$ cat config.mk
export PLATFORM = sky130hd
export DESIGN_NAME = mcsd_top
export DESIGN_NICKNAME = d
export VERILOG_FILES = /design/src/logic/mcsd_pkg.sv /design/src/logic/mcsd_range_match.sv /design/src/logic/mcsd_top.sv /design/src/logic/mcsd_wait_gen.sv
export VERILOG_INCLUDE_DIRS = /design/src /design/src/logic
export SDC_FILE = /design/constraint.sdc
export NUM_CORES = 1
export LEC_CHECK = 0
export BUFFER_PORTS_ARGS = -buffer_cell sky130_fd_sc_hd__buf_4
export CORE_MARGIN = 3
export CORE_UTILIZATION = 53
export CTS_CLUSTER_SIZE = 40
export DETAILED_ROUTE_END_ITERATION = 7
export GPL_TIMING_DRIVEN = 1
export PLACE_DENSITY_LB_ADDON = 0.2
export REMOVE_ABC_BUFFERS = 1
export SLEW_MARGIN = 10
export SYNTH_ARGS = -nofsm -noshare
export SYNTH_HDL_FRONTEND = slang
export SYNTH_SLANG_ARGS = --single-unit
$ cat constraint.sdc
create_clock -name CLK_SYS -period 3.2 [get_ports CLK_SYS]
set_clock_uncertainty 0.2 [all_clocks]
set_input_delay 0.32 -clock CLK_SYS [delete_from_list [all_inputs] [get_ports CLK_SYS]]
set_output_delay 0.32 -clock CLK_SYS [all_outputs]
set_load 0.02 [all_outputs]
$ cat src/logic/mcsd_defines.svh
// Purpose: constants for the memory chip-select decoder
// Assumes: 16-bit control registers, 20-bit addresses
// Notes: offsets are byte offsets inside the control block
`ifndef MCSD_DEFINES_SVH
`define MCSD_DEFINES_SVH
`define MCSD_OFF_UPPER 8'hA0
`define MCSD_OFF_LOWER 8'hA2
`define MCSD_OFF_MIDBASE 8'hA6
`define MCSD_OFF_MIDSIZE 8'hA8
`define MCSD_UPPER_RESET 16'hFFFB
`define MCSD_RDY_IGNORE_BIT 2
`define MCSD_MIDSIZE_LSB 8
`define MCSD_MIDSIZE_MSB 14
`define MCSD_MIDBASE_LSB 9
`define MCSD_LIMIT_LSB 6
`endif

$ cat src/logic/mcsd_pkg.sv
// Purpose: shared types for the memory chip-select decoder
// Assumes: none
// Notes: none
package mcsd_pkg;
  typedef struct packed {
    logic [7:0] offset;
    logic [15:0] data;
    logic wr;
    logic rd;
  } mcsd_reg_req_type;
  typedef struct packed {
    logic [19:0] addr;
    logic start;
    logic active;
  } mcsd_cycle_type;
  typedef logic [2:0] mcsd_ready_mode_type;
endpackage : mcsd_pkg

$ cat src/logic/mcsd_range_match.sv
// Purpose: combinational area match for the live cycle address
// Assumes: registers are legal values
// Notes: none
`timescale 1ns/1ps
`include "mcsd_defines.svh"
module mcsd_range_match (
  input wire logic [19:0] addr,
  input wire logic [15:0] upper_reg,
  input wire logic [15:0] lower_reg,
  input wire logic [15:0] base_reg,
  input wire logic [15:0] size_reg,
  output logic hit_upper,
  output logic hit_lower,
  output logic [3:0] hit_mid
);
  import mcsd_pkg::*;
  logic [15:0] up16;
  logic [6:0] sz;
  logic [19:0] base;
  logic [19:0] span;
  logic [19:0] off;
  logic [19:0] qtr;
  assign up16 = addr[19:4];
  assign hit_upper = up16 >= {upper_reg[15:`MCSD_LIMIT_LSB], 6'h00};
  assign hit_lower = up16 <= {lower_reg[15:`MCSD_LIMIT_LSB], 6'h3F};
  assign base = {base_reg[15:`MCSD_MIDBASE_LSB], 13'h0000};
  assign sz = size_reg[`MCSD_MIDSIZE_MSB:`MCSD_MIDSIZE_LSB];
  assign span = {sz, 13'h0000};
  assign off = addr - base;
  assign qtr = {2'h0, span[19:2]};
  genvar g;
  generate
    for (g = 0; g < 4; g++) begin : gen_q
      assign hit_mid[g] = (addr >= base) && (off < span) &&
        (off >= 20'(qtr * g)) && (off < 20'(qtr * (g + 1)));
    end
  endgenerate
endmodule : mcsd_range_match

$ cat src/logic/mcsd_top.sv
// Purpose: memory chip-select decoder with ready generation
// Assumes: CPU writes registers through the control block port
// Notes: outputs registered; selects valid one clock after start
`timescale 1ns/1ps
`include "mcsd_defines.svh"
module mcsd_top (
  input wire logic CLK_SYS,
  input wire logic ARST_N,
  input wire mcsd_pkg::mcsd_reg_req_type REG_REQ,
  output logic [15:0] REG_RDATA,
  input wire mcsd_pkg::mcsd_cycle_type CYCLE,
  input wire logic EXT_READY,
  output logic UPPER_AREA_SELECT_N,
  output logic LOWER_AREA_SELECT_N,
  output logic [3:0] MID_AREA_SELECTS_N,
  output logic BUS_READY,
  output logic [2:0] AREA_READY_MODE
);
  import mcsd_pkg::*;

  // ----------------------------------------
  // Register file
  // ----------------------------------------
  logic [15:0] upper_area_limit_q;
  logic [15:0] lower_area_limit_q;
  logic [15:0] mid_area_base_q;
  logic [15:0] mid_area_size_q;
  logic lower_seen_q;
  logic base_seen_q;
  logic size_seen_q;
  logic acc;

  function automatic logic hit_off(input mcsd_reg_req_type r, input logic [7:0] off);
    hit_off = (r.wr || r.rd) && (r.offset == off);
  endfunction : hit_off

  assign acc = REG_REQ.wr || REG_REQ.rd;

  always_ff @(posedge CLK_SYS or negedge ARST_N) begin
    if (!ARST_N) begin
      upper_area_limit_q <= `MCSD_UPPER_RESET;
    end else if (REG_REQ.wr && REG_REQ.offset == `MCSD_OFF_UPPER) begin
      upper_area_limit_q <= REG_REQ.data;
    end
  end

  always_ff @(posedge CLK_SYS or negedge ARST_N) begin
    if (!ARST_N) begin
      lower_area_limit_q <= 16'h0000;
      mid_area_base_q <= 16'h0000;
      mid_area_size_q <= 16'h0000;
    end else if (REG_REQ.wr) begin
      if (REG_REQ.offset == `MCSD_OFF_LOWER) begin
        lower_area_limit_q <= REG_REQ.data;
      end
      if (REG_REQ.offset == `MCSD_OFF_MIDBASE) begin
        mid_area_base_q <= REG_REQ.data;
      end
      if (REG_REQ.offset == `MCSD_OFF_MIDSIZE) begin
        mid_area_size_q <= REG_REQ.data;
      end
    end
  end

  // a read or write at the lower, base or size register offset arms that area; upper is never gated; mid needs both base and size
  always_ff @(posedge CLK_SYS or negedge ARST_N) begin
    if (!ARST_N) begin
      lower_seen_q <= 1'b0;
      base_seen_q <= 1'b0;
      size_seen_q <= 1'b0;
    end else if (acc) begin
      if (hit_off(REG_REQ, `MCSD_OFF_LOWER)) begin
        lower_seen_q <= 1'b1;
      end
      if (hit_off(REG_REQ, `MCSD_OFF_MIDBASE)) begin
        base_seen_q <= 1'b1;
      end
      if (hit_off(REG_REQ, `MCSD_OFF_MIDSIZE)) begin
        size_seen_q <= 1'b1;
      end
    end
  end

  // Unmapped offsets read zero
  always_ff @(posedge CLK_SYS or negedge ARST_N) begin
    if (!ARST_N) begin
      REG_RDATA <= 16'h0000;
    end else if (REG_REQ.rd) begin
      case (REG_REQ.offset)
        `MCSD_OFF_UPPER: begin
          REG_RDATA <= upper_area_limit_q;
        end
        `MCSD_OFF_LOWER: begin
          REG_RDATA <= lower_area_limit_q;
        end
        `MCSD_OFF_MIDBASE: begin
          REG_RDATA <= mid_area_base_q;
        end
        `MCSD_OFF_MIDSIZE: begin
          REG_RDATA <= mid_area_size_q;
        end
        default: begin
          REG_RDATA <= 16'h0000;
        end
      endcase
    end
  end

  // ----------------------------------------
  // Address decode
  // ----------------------------------------
  logic hit_upper;
  logic hit_lower;
  logic [3:0] hit_mid;

  mcsd_range_match u_match (
    .addr(CYCLE.addr),
    .upper_reg(upper_area_limit_q),
    .lower_reg(lower_area_limit_q),
    .base_reg(mid_area_base_q),
    .size_reg(mid_area_size_q),
    .hit_upper(hit_upper),
    .hit_lower(hit_lower),
    .hit_mid(hit_mid)
  );

  logic sel_u_d;
  logic sel_l_d;
  logic [3:0] sel_m_d;
  logic mid_armed;
  assign mid_armed = base_seen_q && size_seen_q;
  assign sel_u_d = hit_upper;
  assign sel_l_d = hit_lower && lower_seen_q;
  assign sel_m_d = mid_armed ? hit_mid : 4'h0;

  // ----------------------------------------
  // Select outputs
  // ----------------------------------------
  // Latched at start so later register writes cannot glitch a cycle
  logic [5:0] sel_q;
  always_ff @(posedge CLK_SYS or negedge ARST_N) begin
    if (!ARST_N) begin
      sel_q <= 6'h00;
    end else if (CYCLE.start) begin
      sel_q <= {sel_m_d, sel_l_d, sel_u_d};
    end else if (!CYCLE.active) begin
      sel_q <= 6'h00;
    end
  end

  always_ff @(posedge CLK_SYS or negedge ARST_N) begin
    if (!ARST_N) begin
      UPPER_AREA_SELECT_N <= 1'b1;
      LOWER_AREA_SELECT_N <= 1'b1;
      MID_AREA_SELECTS_N <= 4'hF;
    end else if (CYCLE.start) begin
      UPPER_AREA_SELECT_N <= !sel_u_d;
      LOWER_AREA_SELECT_N <= !sel_l_d;
      MID_AREA_SELECTS_N <= ~sel_m_d;
    end else if (!CYCLE.active) begin
      UPPER_AREA_SELECT_N <= 1'b1;
      LOWER_AREA_SELECT_N <= 1'b1;
      MID_AREA_SELECTS_N <= 4'hF;
    end
  end

  // ----------------------------------------
  // Ready generation
  // ----------------------------------------
  mcsd_ready_mode_type mode_d;
  mcsd_ready_mode_type mode_q;
  logic any_sel_d;
  logic start_q;
  logic rdy;

  always_comb begin
    mode_d = 3'h4;
    if (sel_u_d) begin
      mode_d = upper_area_limit_q[2:0];
    end else if (sel_l_d) begin
      mode_d = lower_area_limit_q[2:0];
    end else if (sel_m_d != 4'h0) begin
      mode_d = mid_area_base_q[2:0];
    end
  end
  assign any_sel_d = sel_u_d || sel_l_d || (sel_m_d != 4'h0);

  always_ff @(posedge CLK_SYS or negedge ARST_N) begin
    if (!ARST_N) begin
      mode_q <= 3'h0;
      start_q <= 1'b0;
      AREA_READY_MODE <= 3'h0;
    end else begin
      start_q <= CYCLE.start && any_sel_d;
      if (CYCLE.start) begin
        mode_q <= mode_d;
        AREA_READY_MODE <= mode_d;
      end
    end
  end

  mcsd_wait_gen u_wait (
    .clk(CLK_SYS),
    .arst_n(ARST_N),
    .start(start_q),
    .active((|sel_q) && CYCLE.active),
    .mode(mode_q),
    .ext_ready(EXT_READY),
    .ready(rdy)
  );

  always_ff @(posedge CLK_SYS or negedge ARST_N) begin
    if (!ARST_N) begin
      BUS_READY <= 1'b0;
    end else begin
      BUS_READY <= rdy;
    end
  end
endmodule : mcsd_top

$ cat src/logic/mcsd_wait_gen.sv
// Purpose: internal ready generator for one selected access
// Assumes: start is a one-cycle pulse at cycle begin
// Notes: count runs beside external ready, not after it
`timescale 1ns/1ps
`include "mcsd_defines.svh"
module mcsd_wait_gen (
  input wire logic clk,
  input wire logic arst_n,
  input wire logic start,
  input wire logic active,
  input wire mcsd_pkg::mcsd_ready_mode_type mode,
  input wire logic ext_ready,
  output logic ready
);
  import mcsd_pkg::*;
  logic [1:0] cnt_q;
  always_ff @(posedge clk or negedge arst_n) begin
    if (!arst_n) begin
      cnt_q <= 2'h0;
    end else if (start) begin
      cnt_q <= mode[1:0];
    end else if (cnt_q != 2'h0) begin
      cnt_q <= cnt_q - 2'h1;
    end
  end
  always_comb begin
    ready = active && !start && (cnt_q == 2'h0) &&
      (mode[`MCSD_RDY_IGNORE_BIT] || ext_ready);
  end
endmodule : mcsd_wait_gen

# ---- Yosys cells after proc, flatten, opt, wreduce, memory -nomap -nowiden
# Cells that the tools add are included.
dict set report totals {
  ff_bits 102
  input_bits 51
  output_inout_bits 26
  elab_cells 88
}
dict set report classes {
  n_addsub 2
  mul 1
  magnitude_cmp 11
  n_eq_ne 5
  n_mux 14
  bitwise 1
  n_reduce_logical 38
}
# cell count
set op_table {}
lappend op_table {{$pmux 16 s4} 1}
lappend op_table {{$ge 20x20->1} 2}
lappend op_table {{$lt 20x20->1} 2}
lappend op_table {{$eq 8x8->1 const B} 4}
lappend op_table {{$ge 20x1->1 const B} 1}
lappend op_table {{$ge 20x18->1} 1}
lappend op_table {{$ge 20x19->1} 1}
lappend op_table {{$logic_and 1x1->1} 20}
lappend op_table {{$lt 20x18->1} 1}
lappend op_table {{$lt 20x19->1} 1}
lappend op_table {{$sub 20x20->20} 1}
lappend op_table {{$ge 16x16->1} 1}
lappend op_table {{$le 16x16->1} 1}
lappend op_table {{$mux 4} 3}
lappend op_table {{$mux 6} 2}
lappend op_table {{$reduce_and 2->1} 6}
lappend op_table {{$mul 7x2->9 const B} 1}
lappend op_table {{$mux 3} 3}
lappend op_table {{$reduce_or 6->1} 1}
lappend op_table {{$logic_or 1x1->1} 4}
lappend op_table {{$mux 2} 2}
lappend op_table {{$not 4->4} 1}
lappend op_table {{$reduce_bool 2->1} 2}
lappend op_table {{$reduce_bool 4->1} 1}
lappend op_table {{other kinds (5)} 9}

# ---- Longest topological paths before layout
# Gate-level depths: netlist (run 1).
dict set report logic_depth {
  word_depth 10
  mapped_depth 14
  ltp_nobuf 14
}

# ---- By module
# From an unflattened synthesis (run 1), not the netlist that was laid out.
dict set report hier_totals {
  cells_unflattened 561
  area_unflattened_um2 6262.3
}
# module n_inst cells_per_inst area_each_um2 seq_area_each_um2
set by_module_without_submodules {}
lappend by_module_without_submodules {mcsd_top 1 309 4329.2 2528.7}
lappend by_module_without_submodules {mcsd_range_match 1 237 1806.7 0.0}
lappend by_module_without_submodules {mcsd_wait_gen 1 15 126.4 50.0}

# ---- Least setup slack after synthesis (run 1)
# Ideal clock, no wire load.
dict set report synth_timing {
  kind {input to register}
  start {in CYCLE[15] (netlist name)}
  end {reg sel_q[4]}
  setup_ps 64
  t_arrival_ps 3026
  t_required_ps 2936
  setup_slack_ps -91
  cell_stages 13
  n_path_buf 0
  path_cell_list {inv_1 > ha_1 > inv_1 > fa_1 > a211o_1 > a2111o_1 > o311ai_1 > ha_1 > a211oi_1 > o21ai_0 > a211oi_2 > nor4b_2 > a21o_1}
}
dict set report synth_via {
  elab_chain_len 7
  elab_cells_between_ends 10
  cone_classes {add/sub: 1; order compare: 4; mux: 2; reduce/logical: 3}
}
# element line_no
set synth_rtl {}
lappend synth_rtl {{start, declared} mcsd_top.sv:11} ;# input wire mcsd_pkg::mcsd_cycle_type CYCLE,
lappend synth_rtl {{$sub 20x20->20} mcsd_range_match.sv:29} ;# assign off = addr - base;
lappend synth_rtl {{$lt 20x20->1} mcsd_range_match.sv:34} ;# assign hit_mid[g] = (addr >= base) && (off < span) &&
lappend synth_rtl {{$logic_and 1x1->1 (2 in series)} mcsd_range_match.sv:34}
lappend synth_rtl {{$logic_and 1x1->1 *} mcsd_range_match.sv:35} ;# (off >= 20'(qtr * g)) && (off < 20'(qtr * (g + 1)));
lappend synth_rtl {{$mux 4 *} mcsd_top.sv:134} ;# assign sel_m_d = mid_armed ? hit_mid : 4'h0;
lappend synth_rtl {{$mux 6 *} mcsd_top.sv:144} ;# end else if (CYCLE.start) begin
lappend synth_rtl {{end signal, assigned} mcsd_top.sv:145} ;# sel_q <= {sel_m_d, sel_l_d, sel_u_d};
lappend synth_rtl {{end, declared} mcsd_top.sv:140} ;# logic [5:0] sel_q;
# Every way passes the cells marked *; elsewhere a longest branch is shown, timed or not.
# A chain may end at the register's enable or synchronous reset.

# ---- Final worst setup path (run 1)
dict set report layout_timing {
  start {reg mid_area_base_q[9]}
  end {reg MID_AREA_SELECTS_N[3]}
}
dict set report layout_via {
  elab_chain_len 8
  elab_cells_between_ends 10
  cone_classes {add/sub: 1; order compare: 3; mux: 2; bitwise: 1; reduce/logical: 3}
}
# element line_no
set layout_rtl {}
lappend layout_rtl {{start, declared} mcsd_top.sv:26} ;# logic [15:0] mid_area_base_q;
lappend layout_rtl {{start signal, assigned} mcsd_top.sv:57} ;# mid_area_base_q <= REG_REQ.data;
lappend layout_rtl {{$sub 20x20->20} mcsd_range_match.sv:29}
lappend layout_rtl {{$lt 20x20->1} {mcsd_range_match.sv:34, mcsd_range_match.sv:35}}
lappend layout_rtl {{$logic_and 1x1->1 (2 in series)} mcsd_range_match.sv:34}
lappend layout_rtl {{$logic_and 1x1->1 *} mcsd_range_match.sv:35}
lappend layout_rtl {{$mux 4 *} mcsd_top.sv:134}
lappend layout_rtl {{$not 4->4 *} mcsd_top.sv:159} ;# MID_AREA_SELECTS_N <= ~sel_m_d;
lappend layout_rtl {{$mux 4 *} mcsd_top.sv:156} ;# end else if (CYCLE.start) begin
lappend layout_rtl {{end signal, assigned} mcsd_top.sv:159}
lappend layout_rtl {{end, declared} mcsd_top.sv:15} ;# output logic [3:0] MID_AREA_SELECTS_N,
# Marks and branches as above.

==> results of run 1 <==
==> worst paths after layout <==
path	start	endpoint	slack (ps)
setup / recovery	mid_area_base_q[9]	MID_AREA_SELECTS_N[3]	-90
hold / removal	REG_REQ[16]	upper_area_limit_q[14]	7
setup reg to reg	mid_area_base_q[9]	MID_AREA_SELECTS_N[3]	-90
hold reg to reg	base_seen_q	base_seen_q	280
max in group asynchronous	ARST_N	upper_area_limit_q[8]	1700
min in group asynchronous	ARST_N	REG_RDATA[11]	350
==> critical path: stages (launching register included) <==
cell and delay [ps]:
sky130_fd_sc_hd__dfrtp_1 360, sky130_fd_sc_hd__ha_2 190, sky130_fd_sc_hd__inv_2 40, sky130_fd_sc_hd__fa_2 340, sky130_fd_sc_hd__a211o_1 320, sky130_fd_sc_hd__buf_4 160
sky130_fd_sc_hd__a21oi_4 150, sky130_fd_sc_hd__o311ai_4 140, sky130_fd_sc_hd__buf_6 160, sky130_fd_sc_hd__ha_4 250, sky130_fd_sc_hd__nand4_1 80, sky130_fd_sc_hd__or3_4 330
sky130_fd_sc_hd__a22oi_2 230, sky130_fd_sc_hd__o221ai_4 150, sky130_fd_sc_hd__o21a_1 130
==> metal layers <==
layer	up-vias	wire, µm	GRT usage
met2	137	8780	0.464
met5	-	0	0
met3	41	698	0.0405
met4	0	531	0.104
li1	2487	-	-
met1	2567	7280	0.335
==> synthesized netlist by cell type, types with 3 or more instances <==
cell | count | area, µm²
sky130_fd_sc_hd__mux2_2 | 43 | 484
sky130_fd_sc_hd__o31ai_1 | 3 | 22.5
sky130_fd_sc_hd__dfstp_2 | 21 | 552
sky130_fd_sc_hd__o21ai_0 | 35 | 175
sky130_fd_sc_hd__buf_2 | 6 | 30.0
sky130_fd_sc_hd__a31oi_1 | 4 | 25.0
sky130_fd_sc_hd__nor2_1 | 24 | 90.1
sky130_fd_sc_hd__o221ai_1 | 4 | 35.0
sky130_fd_sc_hd__a211o_1 | 3 | 26.3
sky130_fd_sc_hd__xor2_1 | 5 | 43.8
sky130_fd_sc_hd__nand2b_1 | 5 | 31.3
sky130_fd_sc_hd__nand3b_1 | 4 | 30.0
sky130_fd_sc_hd__a21oi_1 | 15 | 75.1
sky130_fd_sc_hd__and3_1 | 3 | 18.8
sky130_fd_sc_hd__a21o_1 | 12 | 90.1
sky130_fd_sc_hd__nand2_1 | 41 | 154
sky130_fd_sc_hd__nand4_1 | 9 | 56.3
sky130_fd_sc_hd__dfrtp_1 | 81 | 2030
sky130_fd_sc_hd__nor3b_1 | 3 | 22.5
sky130_fd_sc_hd__o22a_1 | 16 | 140
sky130_fd_sc_hd__o22ai_1 | 17 | 106
sky130_fd_sc_hd__mux2i_1 | 32 | 320
sky130_fd_sc_hd__nor3_1 | 7 | 35.0
sky130_fd_sc_hd__inv_1 | 73 | 274
sky130_fd_sc_hd__ha_1 | 63 | 788
sky130_fd_sc_hd__o21a_1 | 7 | 52.6
sky130_fd_sc_hd__clkbuf_1 | 9 | 33.8
sky130_fd_sc_hd__a211oi_1 | 7 | 52.6
sky130_fd_sc_hd__nand3_1 | 4 | 20.0
sky130_fd_sc_hd__buf_1 | 3 | 11.3
sky130_fd_sc_hd__o211ai_1 | 3 | 22.5
sky130_fd_sc_hd__nor2b_1 | 9 | 56.3
==> timing repair <==
item,CTS,global route
buffers inserted,5,3
hold buffers,2,0
endpoints found under the hold margin,39,0
gates resized for setup,18,28
gates cloned,0,0
pin swaps,11,14
endpoints found under the setup margin,12,12
==> final cells by class <==
cell class | instances | area (µm²) | share of cell area
Clock buffer | 11 | 243 | 0.0301
Clock inverter | 5 | 65.1 | 0.00807
Inverter | 73 | 274 | 0.0340
Multi-Input combinational cell | 418 | 3630 | 0.450
Sequential cell | 102 | 2580 | 0.320
Tap cell | 143 | 179 | 0.0222
Timing Repair Buffer | 143 | 1100 | 0.136
==> power breakdown <==
group / internal [mW] / switching (mW)
logic: 0.350 / 0.408
clock network: 0.637 / 0.509
registers: 1.37 / 0.0455
total: 2.36 / 0.962
==> registers in the layout, summed over array words and instances, names as in the netlist <==
name,flops
size_seen_q,1
mode_q,3
sel_q,6
BUS_READY,1
lower_seen_q,1
start_q,1
REG_RDATA,16
base_seen_q,1
mid_area_size_q,16
MID_AREA_SELECTS_N,4
mid_area_base_q,16
u_wait.cnt_q,2
LOWER_AREA_SELECT_N,1
UPPER_AREA_SELECT_N,1
lower_area_limit_q,16
upper_area_limit_q,16
==> cells by family after synthesis <==
group	share of synthesized area
mux	0.127
fa+ha+maj	0.131
flops	0.409
xor+xnor	0.00833
buf+inv	0.0553
simple gates	0.109
compound gates	0.160
==> stage by stage <==
| step | hold slack, ps | TNS [ps] |
|---|---|---|
| 2_1_floorplan | -176 | -746 |
| 3_3_place_gp | 200 | -2690 |
| 3_5_place_dp | 209 | -3800 |
| 4_1_cts | 3.25 | -402 |
| 5_1_grt | 5.49 | -1790 |
| 6_report | 6.64 | -352 |
==> load_flow_metrics.sql, run 1 <==
INSERT INTO impl_metrics (metric_group, metric, value, unit) VALUES
('run_status', 'status', 'finished with violations', ''),
('run_status', 'failed_checks', 'setup timing', ''),
('power', 'power.static_leakage', '3.93', 'nW'),
('route', 'ant_nets', '0', ''),
('route', 'detail_route.drc_violations', '0', ''),
('timing', 'finalCriticalPeriod', '3290', 'ps'),
('synthesis', 'synth_area', '6310', 'µm²'),
('timing', 'finalHoldViolations', '0', ''),
('global_routing', 'gr-total-overflow', '0', ''),
('global_routing', 'groute.usage.overall', '0.267', ''),
('power', 'powerDensity', '412', 'nW/µm²'),
('global_routing', 'grt_antenna_before_repair', '0', ''),
('finish', 'finalNonFillerCells', '895', ''),
('route', 'drt_pass1_iterations', '5', ''),
('critical_path', 'timing.critical_path.required', '3290', 'ps'),
('run', 'timing.max_cap.violations', '0', ''),
('critical_path', 'end_kind', 'flop', ''),
('placed_design', 'place_hpwl', '12700', 'µm'),
('timing', 'grt_setup_unrepaired', 'yes', ''),
('synthesis', 'synthArstFlopShare', '1.00', ''),
('global_routing', 'grt_max_degree', '55', ''),
('clock_tree', 'tritoncts_clock_tree', 'done', ''),
('synthesis', 'yosys_most_used_dff', 'sky130_fd_sc_hd__dfrtp_1', ''),
('critical_path', 'largest_fanout_of_any_net_on_the_critical_path', '3', ''),
('die', 'floorplan.rows', '39', ''),
('route', 'num_vias', '5232', ''),
('critical_path', 'timing_worst_setup_path_type', 'flop to flop', ''),
('clock_tree', 'h-tree-depth', '3', ''),
('synthesis', 'syn_area_per_cell', '10.3', 'µm²'),
('global_routing', 'grt_pass1_wl', '27400', 'µm'),
('placed_design', 'gp_congestion', '0.994', ''),
('die', 'vertical_extent_of_the_die', '115', 'µm'),
('route', 'vias_per_cell', '5.85', ''),
('clock_tree', 'max-clock-path-buffers', '2', ''),
('finish', 'filler_cell_count', '894', ''),
('timing', 'clock.fmax', '0.304', 'GHz'),
('finish', 'leading_cell_type_in_the_layout_fill_and_taps_excluded', 'sky130_fd_sc_hd__buf_4', ''),
('die', 'dieArea', '13300', 'µm²'),
('clock_tree', 'clk_transition_reported_paths', '70', 'ps'),
('finish', 'layout.cells.most_common_list', 'sky130_fd_sc_hd__buf_4 (138), sky130_fd_sc_hd__dfrtp_1 (81), sky130_fd_sc_hd__inv_1 (71), sky130_fd_sc_hd__ha_1 (57), sky130_fd_sc_hd__mux2_2 (43)', ''),
('finish', 'share_of_layout_cells_above_drive_strength_1', '0.348', ''),
('finish', 'relative_area_change_from_synthesis_to_final_layout', '27.8', '%'),
('die', 'die-width', '115', 'µm'),
('placed_design', 'cell_count_after_placement', '869', ''),
('placed_design', 'placement.io_buffers', '76', ''),
('power', 'total_power', '3.32', 'mW'),
('finish', 'insertedDiodeCount', '0', ''),
('clock_tree', 'clk_root_buffer_cell', 'sky130_fd_sc_hd__clkbuf_16', ''),
('clock_tree', 'clock_insertion_delay_worst_skew', '360', 'ps'),
('route', 'routedWlPerCell', '19.3', 'µm'),
('global_routing', 'grt_pass1_vias', '5485', ''),
('synthesis', 'postSynthRegisterBits', '102', ''),
('die', 'floorplan.initialDensity', '0.548', ''),
('synthesis', 'synth_enable_flop_cells', '0', ''),
('synthesis', 'synth_warnings', '0', ''),
('synthesis', 'synthesis.instances', '611', ''),
('timing', 'slew-limit-headroom', '0.385', ''),
('die', 'core_area', '11500', 'µm²'),
('timing', 'setup-violations-final', '7', ''),
('power', 'irDropWorstVdd', '0.330', 'mV'),
('min_path', 'timing.hold.worst_path_depth', '3', ''),
('placed_design', 'dp_worst_setup_slack', '-379', 'ps'),
('min_path', 'hold_class', 'primary input to flop', ''),
('timing', 'final_max_slew_viol_count', '0', ''),
('placed_design', 'placement.cell_area', '7430', 'µm²'),
('timing', 'slew_at_the_pin_with_the_worst_max_slew_slack', '921', 'ps'),
('critical_path', 'cp_data_arrival_time', '3380', 'ps'),
('finish', 'fin_nets', '863', ''),
('critical_path', 'setup.worst_path.start_class', 'flop', ''),
('finish', 'layout.core_utilization', '0.700', ''),
('clock_tree', 'clock_sinks', '102', ''),
('timing', 'period_share', '1.03', ''),
('synthesis', 'synthDistinctLibCells', '61', ''),
('synthesis', 'ys_seq_area_frac', '0.409', ''),
('clock_tree', 'cts_made_buffers', '9', ''),
('critical_path', 'timing.reg2reg.worst_path_depth', '14', ''),
('finish', 'final_area', '8070', 'µm²'),
('die', 'io-pin-count', '77', ''),
('route', 'wirelength', '17300', 'µm'),
('route', 'detail_route.iter0.violations', '322', ''),
('timing', 'timing.final.ws_setup', '-92.4', 'ps');
No activity file was read; power rests on OpenSTA's default activity.
==> inputs of run 2 (changes only) <==
GPL_TIMING_DRIVEN = not set   (was 1)
RECOVER_POWER = 100   (was not set)
SLEW_MARGIN = 30   (was 10)
==> run 2 against run 1 <==
  * Worst hold slack improved by 4.4 ps
  * Sequential cell count did not move
  * Power shrank 0.32%
  * Sequential share of layout area up 0.62 points
  * Largest cell class unchanged
  * The run ends with capacitance limit, slew limit, setup timing left
  * Routed wire length is 0.30% higher
==> load_flow_metrics.sql, run 2 (same netlist as run 1, synthesis figures left out) <==
INSERT INTO impl_metrics (metric_group, metric, value, unit) VALUES
('timing', 'finalHoldViolations', '0', ''),
('finish', 'finalNonFillerCells', '895', ''),
('finish', 'filler_cell_count', '937', ''),
('timing', 'clock.fmax', '0.303', 'GHz'),
('power', 'irDropWorstVdd', '0.330', 'mV'),
('die', 'dieArea', '13300', 'µm²'),
('finish', 'leading_cell_type_in_the_layout_fill_and_taps_excluded', 'sky130_fd_sc_hd__buf_4', ''),
('finish', 'insertedDiodeCount', '0', ''),
('route', 'ant_nets', '0', ''),
('min_path', 'hold_class', 'primary input to flop', ''),
('placed_design', 'gp_congestion', '0.994', ''),
('timing', 'slew_at_the_pin_with_the_worst_max_slew_slack', '1550', 'ps'),
('die', 'floorplan.rows', '39', ''),
('route', 'detail_route.iter0.violations', '332', ''),
('clock_tree', 'max-clock-path-buffers', '2', ''),
('placed_design', 'cell_count_after_placement', '869', ''),
('die', 'vertical_extent_of_the_die', '115', 'µm'),
('timing', 'grt_setup_unrepaired', 'yes', ''),
('clock_tree', 'clk_transition_reported_paths', '70', 'ps'),
('route', 'detail_route.drc_violations', '0', ''),
('route', 'routedWlPerCell', '19.4', 'µm'),
('timing', 'slew-limit-headroom', '-0.0325', ''),
('global_routing', 'grt_max_degree', '55', ''),
('critical_path', 'end_kind', 'flop', ''),
('clock_tree', 'cts_made_buffers', '9', ''),
('critical_path', 'timing_worst_setup_path_type', 'flop to flop', ''),
('global_routing', 'gr-total-overflow', '0', ''),
('die', 'die-width', '115', 'µm'),
('die', 'io-pin-count', '77', ''),
('power', 'power.static_leakage', '3.79', 'nW'),
('timing', 'final_max_slew_viol_count', '21', ''),
('timing', 'timing.final.ws_setup', '-96.4', 'ps'),
('timing', 'finalCriticalPeriod', '3300', 'ps'),
('global_routing', 'grt_antenna_before_repair', '0', ''),
('finish', 'share_of_layout_cells_above_drive_strength_1', '0.301', ''),
('timing', 'setup-violations-final', '7', ''),
('global_routing', 'grt_pass1_wl', '27400', 'µm'),
('clock_tree', 'clk_root_buffer_cell', 'sky130_fd_sc_hd__clkbuf_16', ''),
('run_status', 'status', 'finished with violations', ''),
('run', 'timing.max_cap.violations', '1', ''),
('global_routing', 'groute.usage.overall', '0.267', ''),
('finish', 'layout.cells.most_common_list', 'sky130_fd_sc_hd__buf_4 (102), sky130_fd_sc_hd__dfrtp_1 (81), sky130_fd_sc_hd__inv_1 (71), sky130_fd_sc_hd__ha_1 (57), sky130_fd_sc_hd__mux2_2 (43)', ''),
('clock_tree', 'tritoncts_clock_tree', 'done', ''),
('die', 'floorplan.initialDensity', '0.548', ''),
('global_routing', 'grt_pass1_vias', '5485', ''),
('clock_tree', 'clock_insertion_delay_worst_skew', '350', 'ps'),
('timing', 'period_share', '1.03', ''),
('placed_design', 'place_hpwl', '12700', 'µm'),
('critical_path', 'timing.critical_path.required', '3250', 'ps'),
('critical_path', 'largest_fanout_of_any_net_on_the_critical_path', '4', ''),
('power', 'powerDensity', '419', 'nW/µm²'),
('critical_path', 'cp_data_arrival_time', '3340', 'ps'),
('route', 'num_vias', '5271', ''),
('power', 'total_power', '3.31', 'mW'),
('run_status', 'failed_checks', 'capacitance limit, slew limit, setup timing', ''),
('finish', 'fin_nets', '863', ''),
('clock_tree', 'h-tree-depth', '3', ''),
('route', 'vias_per_cell', '5.89', ''),
('route', 'wirelength', '17300', 'µm'),
('finish', 'relative_area_change_from_synthesis_to_final_layout', '25.3', '%'),
('critical_path', 'setup.worst_path.start_class', 'flop', ''),
('die', 'core_area', '11500', 'µm²'),
('route', 'drt_pass1_iterations', '5', ''),
('placed_design', 'placement.io_buffers', '76', ''),
('clock_tree', 'clock_sinks', '102', '');
-- run 2: cell count changes in the layout (fill, tap and decap cells not counted), sizes merged --
cell,delta
buf,-37
clkbuf,+37
-- run 2: stage by stage --
step | area [µm²] | setup TNS, ps | utilization | hold slack [ps] | setup WS (ps)
floorplan | 6240 | -746 | - | -176 | -90.6
global placement | 7430 | -2690 | 0.645 | 200 | -282
detailed placement | 7430 | -3800 | 0.645 | 209 | -379
CTS | 7880 | -402 | 0.684 | 3.25 | -113
global route | 7910 | -5730 | 0.687 | 5.49 | -239
finish | 7910 | -392 | 0.687 | 11.0 | -96.4
-- run 2: timing repair --
item	in CTS	in global routing
pin swaps	11	14
buffers inserted	5	3
hold endpoints to repair	39	0
setup endpoints to repair	12	12
hold buffers	2	0
resized for setup	18	28
-- run 2: layer usage --
layer	global-route usage	wire [µm]	vias to the layer above
li1	-	-	2488
met1	0.335	7320	2596
met2	0.464	8780	143
met3	0.0405	705	44
met4	0.104	529	0
met5	0	0	-
-- run 2: worst max-delay path, stage by stage (launching register included) --
cell	delay, ps
sky130_fd_sc_hd__dfrtp_1	360
sky130_fd_sc_hd__ha_2	190
sky130_fd_sc_hd__inv_2	40
sky130_fd_sc_hd__fa_2	340
sky130_fd_sc_hd__buf_4	140
sky130_fd_sc_hd__a21o_1	150
sky130_fd_sc_hd__a211oi_2	240
sky130_fd_sc_hd__a21oi_2	100
sky130_fd_sc_hd__ha_1	310
sky130_fd_sc_hd__a21o_1	160
sky130_fd_sc_hd__a221o_1	400
sky130_fd_sc_hd__nor4_4	300
sky130_fd_sc_hd__nor4b_4	90
sky130_fd_sc_hd__a21o_1	170
-- run 2: cell type report --
| cell class | count | area, µm² | area share |
|---|---|---|---|
| Timing Repair Buffer | 143 | 955 | 0.121 |
| Inverter | 73 | 274 | 0.0346 |
| Clock inverter | 5 | 65.1 | 0.00822 |
| Tap cell | 143 | 179 | 0.0226 |
| Clock buffer | 11 | 243 | 0.0307 |
| Multi-Input combinational cell | 418 | 3620 | 0.457 |
| Sequential cell | 102 | 2580 | 0.326 |
-- run 2: worst paths after layout --
kind / endpoint / slack [ps] / startpoint / cells past startpoint
hold / removal: lower_area_limit_q[14] / 10 / REG_REQ[16] / 3
max in group asynchronous: REG_RDATA[3] / 320 / ARST_N / 3
min in group asynchronous: REG_RDATA[11] / 590 / ARST_N / 2
setup / recovery: sel_q[4] / -100 / mid_area_base_q[9] / 13
hold reg to reg: size_seen_q / 280 / size_seen_q / 1
setup reg to reg: sel_q[4] / -100 / mid_area_base_q[9] / 13
-- run 2: where the power goes --
part / internal, mW / total, mW / switching [mW]
logic: 0.341 / 0.748 / 0.407
clock network: 0.637 / 1.14 / 0.508
registers: 1.37 / 1.42 / 0.0455
==> inputs of run 3 (changes only) <==
CORE_ASPECT_RATIO = 0.9   (was not set)
CORE_UTILIZATION = 60   (was 53)
clock period = 3.8 ns   (was 3.2 ns; I/O delays follow)
==> run 3 against run 2 <==
  * The flow finishes with violations (capacitance limit, slew limit)
  * Sequential share of layout area is 2.9 points higher
  * Sequential cell count stayed put
  * Register-to-register slack better by 280 ps
  * Routed wire length is 4.8% lower
  * Fmax is 8.9% lower
  * Combinational power is 29% lower
  * Critical path type unchanged
==> load_flow_metrics.sql, run 3 (same netlist as run 1, synthesis figures left out) <==
INSERT INTO impl_metrics (metric_group, metric, value, unit) VALUES
('timing', 'grt_setup_unrepaired', 'no', ''),
('global_routing', 'groute.usage.overall', '0.285', ''),
('global_routing', 'grt.busiest_layer', 'met2', ''),
('power', 'power.static_leakage', '3.51', 'nW'),
('critical_path', 'timing.critical_path.from', 'mid_area_base_q[12]', ''),
('route', 'ant_nets', '0', ''),
('critical_path', 'largest_fanout_of_any_net_on_the_critical_path', '6', ''),
('global_routing', 'grt_antenna_before_repair', '0', ''),
('die', 'floorplan.initialDensity', '0.634', ''),
('timing', 'finalHoldViolations', '0', ''),
('critical_path', 'end_kind', 'flop', ''),
('timing', 'timing.setup.tns', '0', 'ps'),
('finish', 'insertedDiodeCount', '0', ''),
('critical_path', 'timing.reg2reg.worst_path_depth', '12', ''),
('timing', 'period_share', '0.952', ''),
('min_path', 'timing.hold.worst_path_depth', '3', ''),
('placed_design', 'gp_congestion', '0.976', ''),
('clock_tree', 'postCtsSetupBuffers', '0', ''),
('die', 'io-pin-count', '77', ''),
('critical_path', 'cp_data_arrival_time', '3660', 'ps'),
('power', 'p_sw', '0.774', 'mW'),
('global_routing', 'grt_pass1_wl', '26100', 'µm'),
('critical_path', 'crit_chain', 'inv_1 > ha_1 > o21ai_0 > a21o_1 > a211oi_4 > inv_1 > ha_1 > and3_1 > a221o_1 > nor4_1 > nor4b_4 > a21o_1', ''),
('run_status', 'failed_checks', 'capacitance limit, slew limit', ''),
('die', 'floorplan.rows', '34', ''),
('global_routing', 'grt.met2_usage', '0.488', ''),
('timing', 'final_max_slew_viol_count', '21', ''),
('route', 'detail_route.iter0.violations', '400', ''),
('die', 'dieArea', '11800', 'µm²'),
('critical_path', 'crit_end', 'sel_q[4]', ''),
('die', 'die-width', '114', 'µm'),
('critical_path', 'timing.rr.start', 'mid_area_base_q[12]', ''),
('timing', 'slew-limit-headroom', '-0.0499', ''),
('timing', 'finalCriticalPeriod', '3620', 'ps'),
('timing', 'clock.fmax', '0.276', 'GHz'),
('global_routing', 'grt.met1_usage', '0.373', ''),
('clock_tree', 'tritoncts_clock_tree', 'done', ''),
('clock_tree', 'clock_insertion_delay_worst_skew', '360', 'ps'),
('critical_path', 'crit-reg2reg-capture', 'sel_q[4]', ''),
('placed_design', 'placement.cell_area', '7090', 'µm²'),
('placed_design', 'placement.io_buffers', '76', ''),
('power', 'powerDensity', '362', 'nW/µm²'),
('finish', 'fin_nets', '813', ''),
('clock_tree', 'cts_made_buffers', '9', ''),
('finish', 'layout.cells.most_common_list', 'sky130_fd_sc_hd__dfrtp_1 (81), sky130_fd_sc_hd__inv_1 (73), sky130_fd_sc_hd__ha_1 (63), sky130_fd_sc_hd__buf_4 (56), sky130_fd_sc_hd__mux2_2 (42)', ''),
('finish', 'layout.core_utilization', '0.730', ''),
('min_path', 'hold_class', 'primary input to flop', ''),
('finish', 'relative_area_change_from_synthesis_to_final_layout', '15.2', '%'),
('clock_tree', 'clk_transition_reported_paths', '70', 'ps'),
('die', 'core_area', '9950', 'µm²'),
('route', 'vias_per_cell', '6.30', ''),
('global_routing', 'grt_max_degree', '59', ''),
('clock_tree', 'clock_sinks', '102', ''),
('critical_path', 'cpLargestDelayFamily', 'compound AO/OA/AOI/OAI gates', ''),
('power', 'irDropWorstVdd', '0.347', 'mV'),
('route', 'num_vias', '5215', ''),
('run_status', 'status', 'finished with violations', ''),
('critical_path', 'slowest_stage_cell_cp', 'sky130_fd_sc_hd__nor4_1', ''),
('route', 'detail_route.drc_violations', '0', ''),
('power', 'power.combinational.fraction', '0.203', ''),
('global_routing', 'use_met3', '0.0483', ''),
('power', 'pwr-share-clk', '0.341', ''),
('finish', 'leading_cell_type_in_the_layout_fill_and_taps_excluded', 'sky130_fd_sc_hd__dfrtp_1', ''),
('clock_tree', 'clk_root_buffer_cell', 'sky130_fd_sc_hd__clkbuf_16', ''),
('route', 'wirelength', '16500', 'µm'),
('global_routing', 'grt_pass1_vias', '5230', ''),
('clock_tree', 'max-clock-path-buffers', '2', ''),
('placed_design', 'cell_count_after_placement', '811', ''),
('critical_path', 'crit_path_max_incr_delay', '440', 'ps'),
('critical_path', 'timing.critical_path.required', '3840', 'ps'),
('critical_path', 'setup.worst_path.start_class', 'flop', ''),
('timing', 'setup-violations-final', '0', ''),
('placed_design', 'place_hpwl', '12000', 'µm'),
('finish', 'share_of_layout_cells_above_drive_strength_1', '0.204', ''),
('critical_path', 'timing_worst_setup_path_type', 'flop to flop', ''),
('critical_path', 'critical_path.n_buffers_inverters', '2', ''),
('power', 'power.internal', '1.86', 'mW'),
('global_routing', 'gr-total-overflow', '0', ''),
('route', 'routedWlPerCell', '19.9', 'µm'),
('power', 'netSwitchingFraction', '0.294', ''),
('run', 'timing.max_cap.violations', '1', ''),
('critical_path', 'worst-r2r-setup-slack', '180', 'ps'),
('power', 'seq_power_share', '0.456', ''),
('finish', 'finalNonFillerCells', '828', ''),
('die', 'vertical_extent_of_the_die', '103', 'µm'),
('finish', 'final_area', '7270', 'µm²'),
('timing', 'slew_at_the_pin_with_the_worst_max_slew_slack', '1570', 'ps'),
('clock_tree', 'h-tree-depth', '3', ''),
('critical_path', 'critical_path_cell_count', '12', ''),
('route', 'drt_pass1_iterations', '6', '');
run 3: layout make-up:
class | instances | area (µm²)
clock buffers | 11 | 243
repair buffers | 93 | 571
fillers | 766 | 2680
flip-flops and latches | 102 | 2580
inverters | 73 | 274
clock inverters | 5 | 41.3
multi-input cells | 418 | 3410
well taps | 126 | 158
run 3: worst min-delay path by stage:
stage / startpoint / end
after floorplan: ARST_N / BUS_READY
after global placement: base_seen_q / base_seen_q
after detailed placement: sel_q[4] / sel_q[4]
after CTS: REG_REQ[14] / lower_area_limit_q[12]
after global routing: REG_REQ[4] / lower_area_limit_q[2]
final: REG_REQ[14] / lower_area_limit_q[12]
run 3: through the flow:
stage | power, mW | hold WS (ps) | setup WS [ps]
6_report | 2.63 | 59.3 | 182
5_1_grt | 2.75 | 59.3 | 20.5
4_1_cts | 2.63 | 56.9 | 111
3_5_place_dp | 1.74 | 262 | 22.6
3_3_place_gp | 1.70 | 239 | 204
2_1_floorplan | 1.52 | -116 | 449
run 3: worst reg2reg max path: stages, from the launching register on:
cell and delay [ps]:
sky130_fd_sc_hd__dfrtp_1 410, sky130_fd_sc_hd__inv_1 70, sky130_fd_sc_hd__ha_1 370, sky130_fd_sc_hd__o21ai_0 180, sky130_fd_sc_hd__a21o_1 240, sky130_fd_sc_hd__a211oi_4 360, sky130_fd_sc_hd__inv_1 120, sky130_fd_sc_hd__ha_1 300
sky130_fd_sc_hd__and3_1 220, sky130_fd_sc_hd__a221o_1 320, sky130_fd_sc_hd__nor4_1 440, sky130_fd_sc_hd__nor4b_4 100, sky130_fd_sc_hd__a21o_1 180
run 3: power groups by stage:
| stage | sequential (mW) | combinational (mW) | clock (mW) |
|---|---|---|---|
| CTS | 1.20 | 0.525 | 0.907 |
| global route | 1.21 | 0.591 | 0.949 |
| floorplan | 1.21 | 0.308 | 0 |
| global placement | 1.21 | 0.491 | 0 |
| finish | 1.20 | 0.534 | 0.896 |
| detailed placement | 1.22 | 0.520 | 0 |
run 3: what timing repair did:
item | 4_1_cts | 5_1_grt
hold buffers | 1 | 0
setup endpoints to repair | 0 | 7
gates resized for setup | 0 | 5
hold endpoints to repair | 42 | 0
run 3: metal layers:
layer | vias to the layer above | part of all wire
met5 | - | 0
met4 | 0 | 0.022
met3 | 38 | 0.066
met2 | 214 | 0.49
met1 | 2574 | 0.42
li1 | 2389 | -
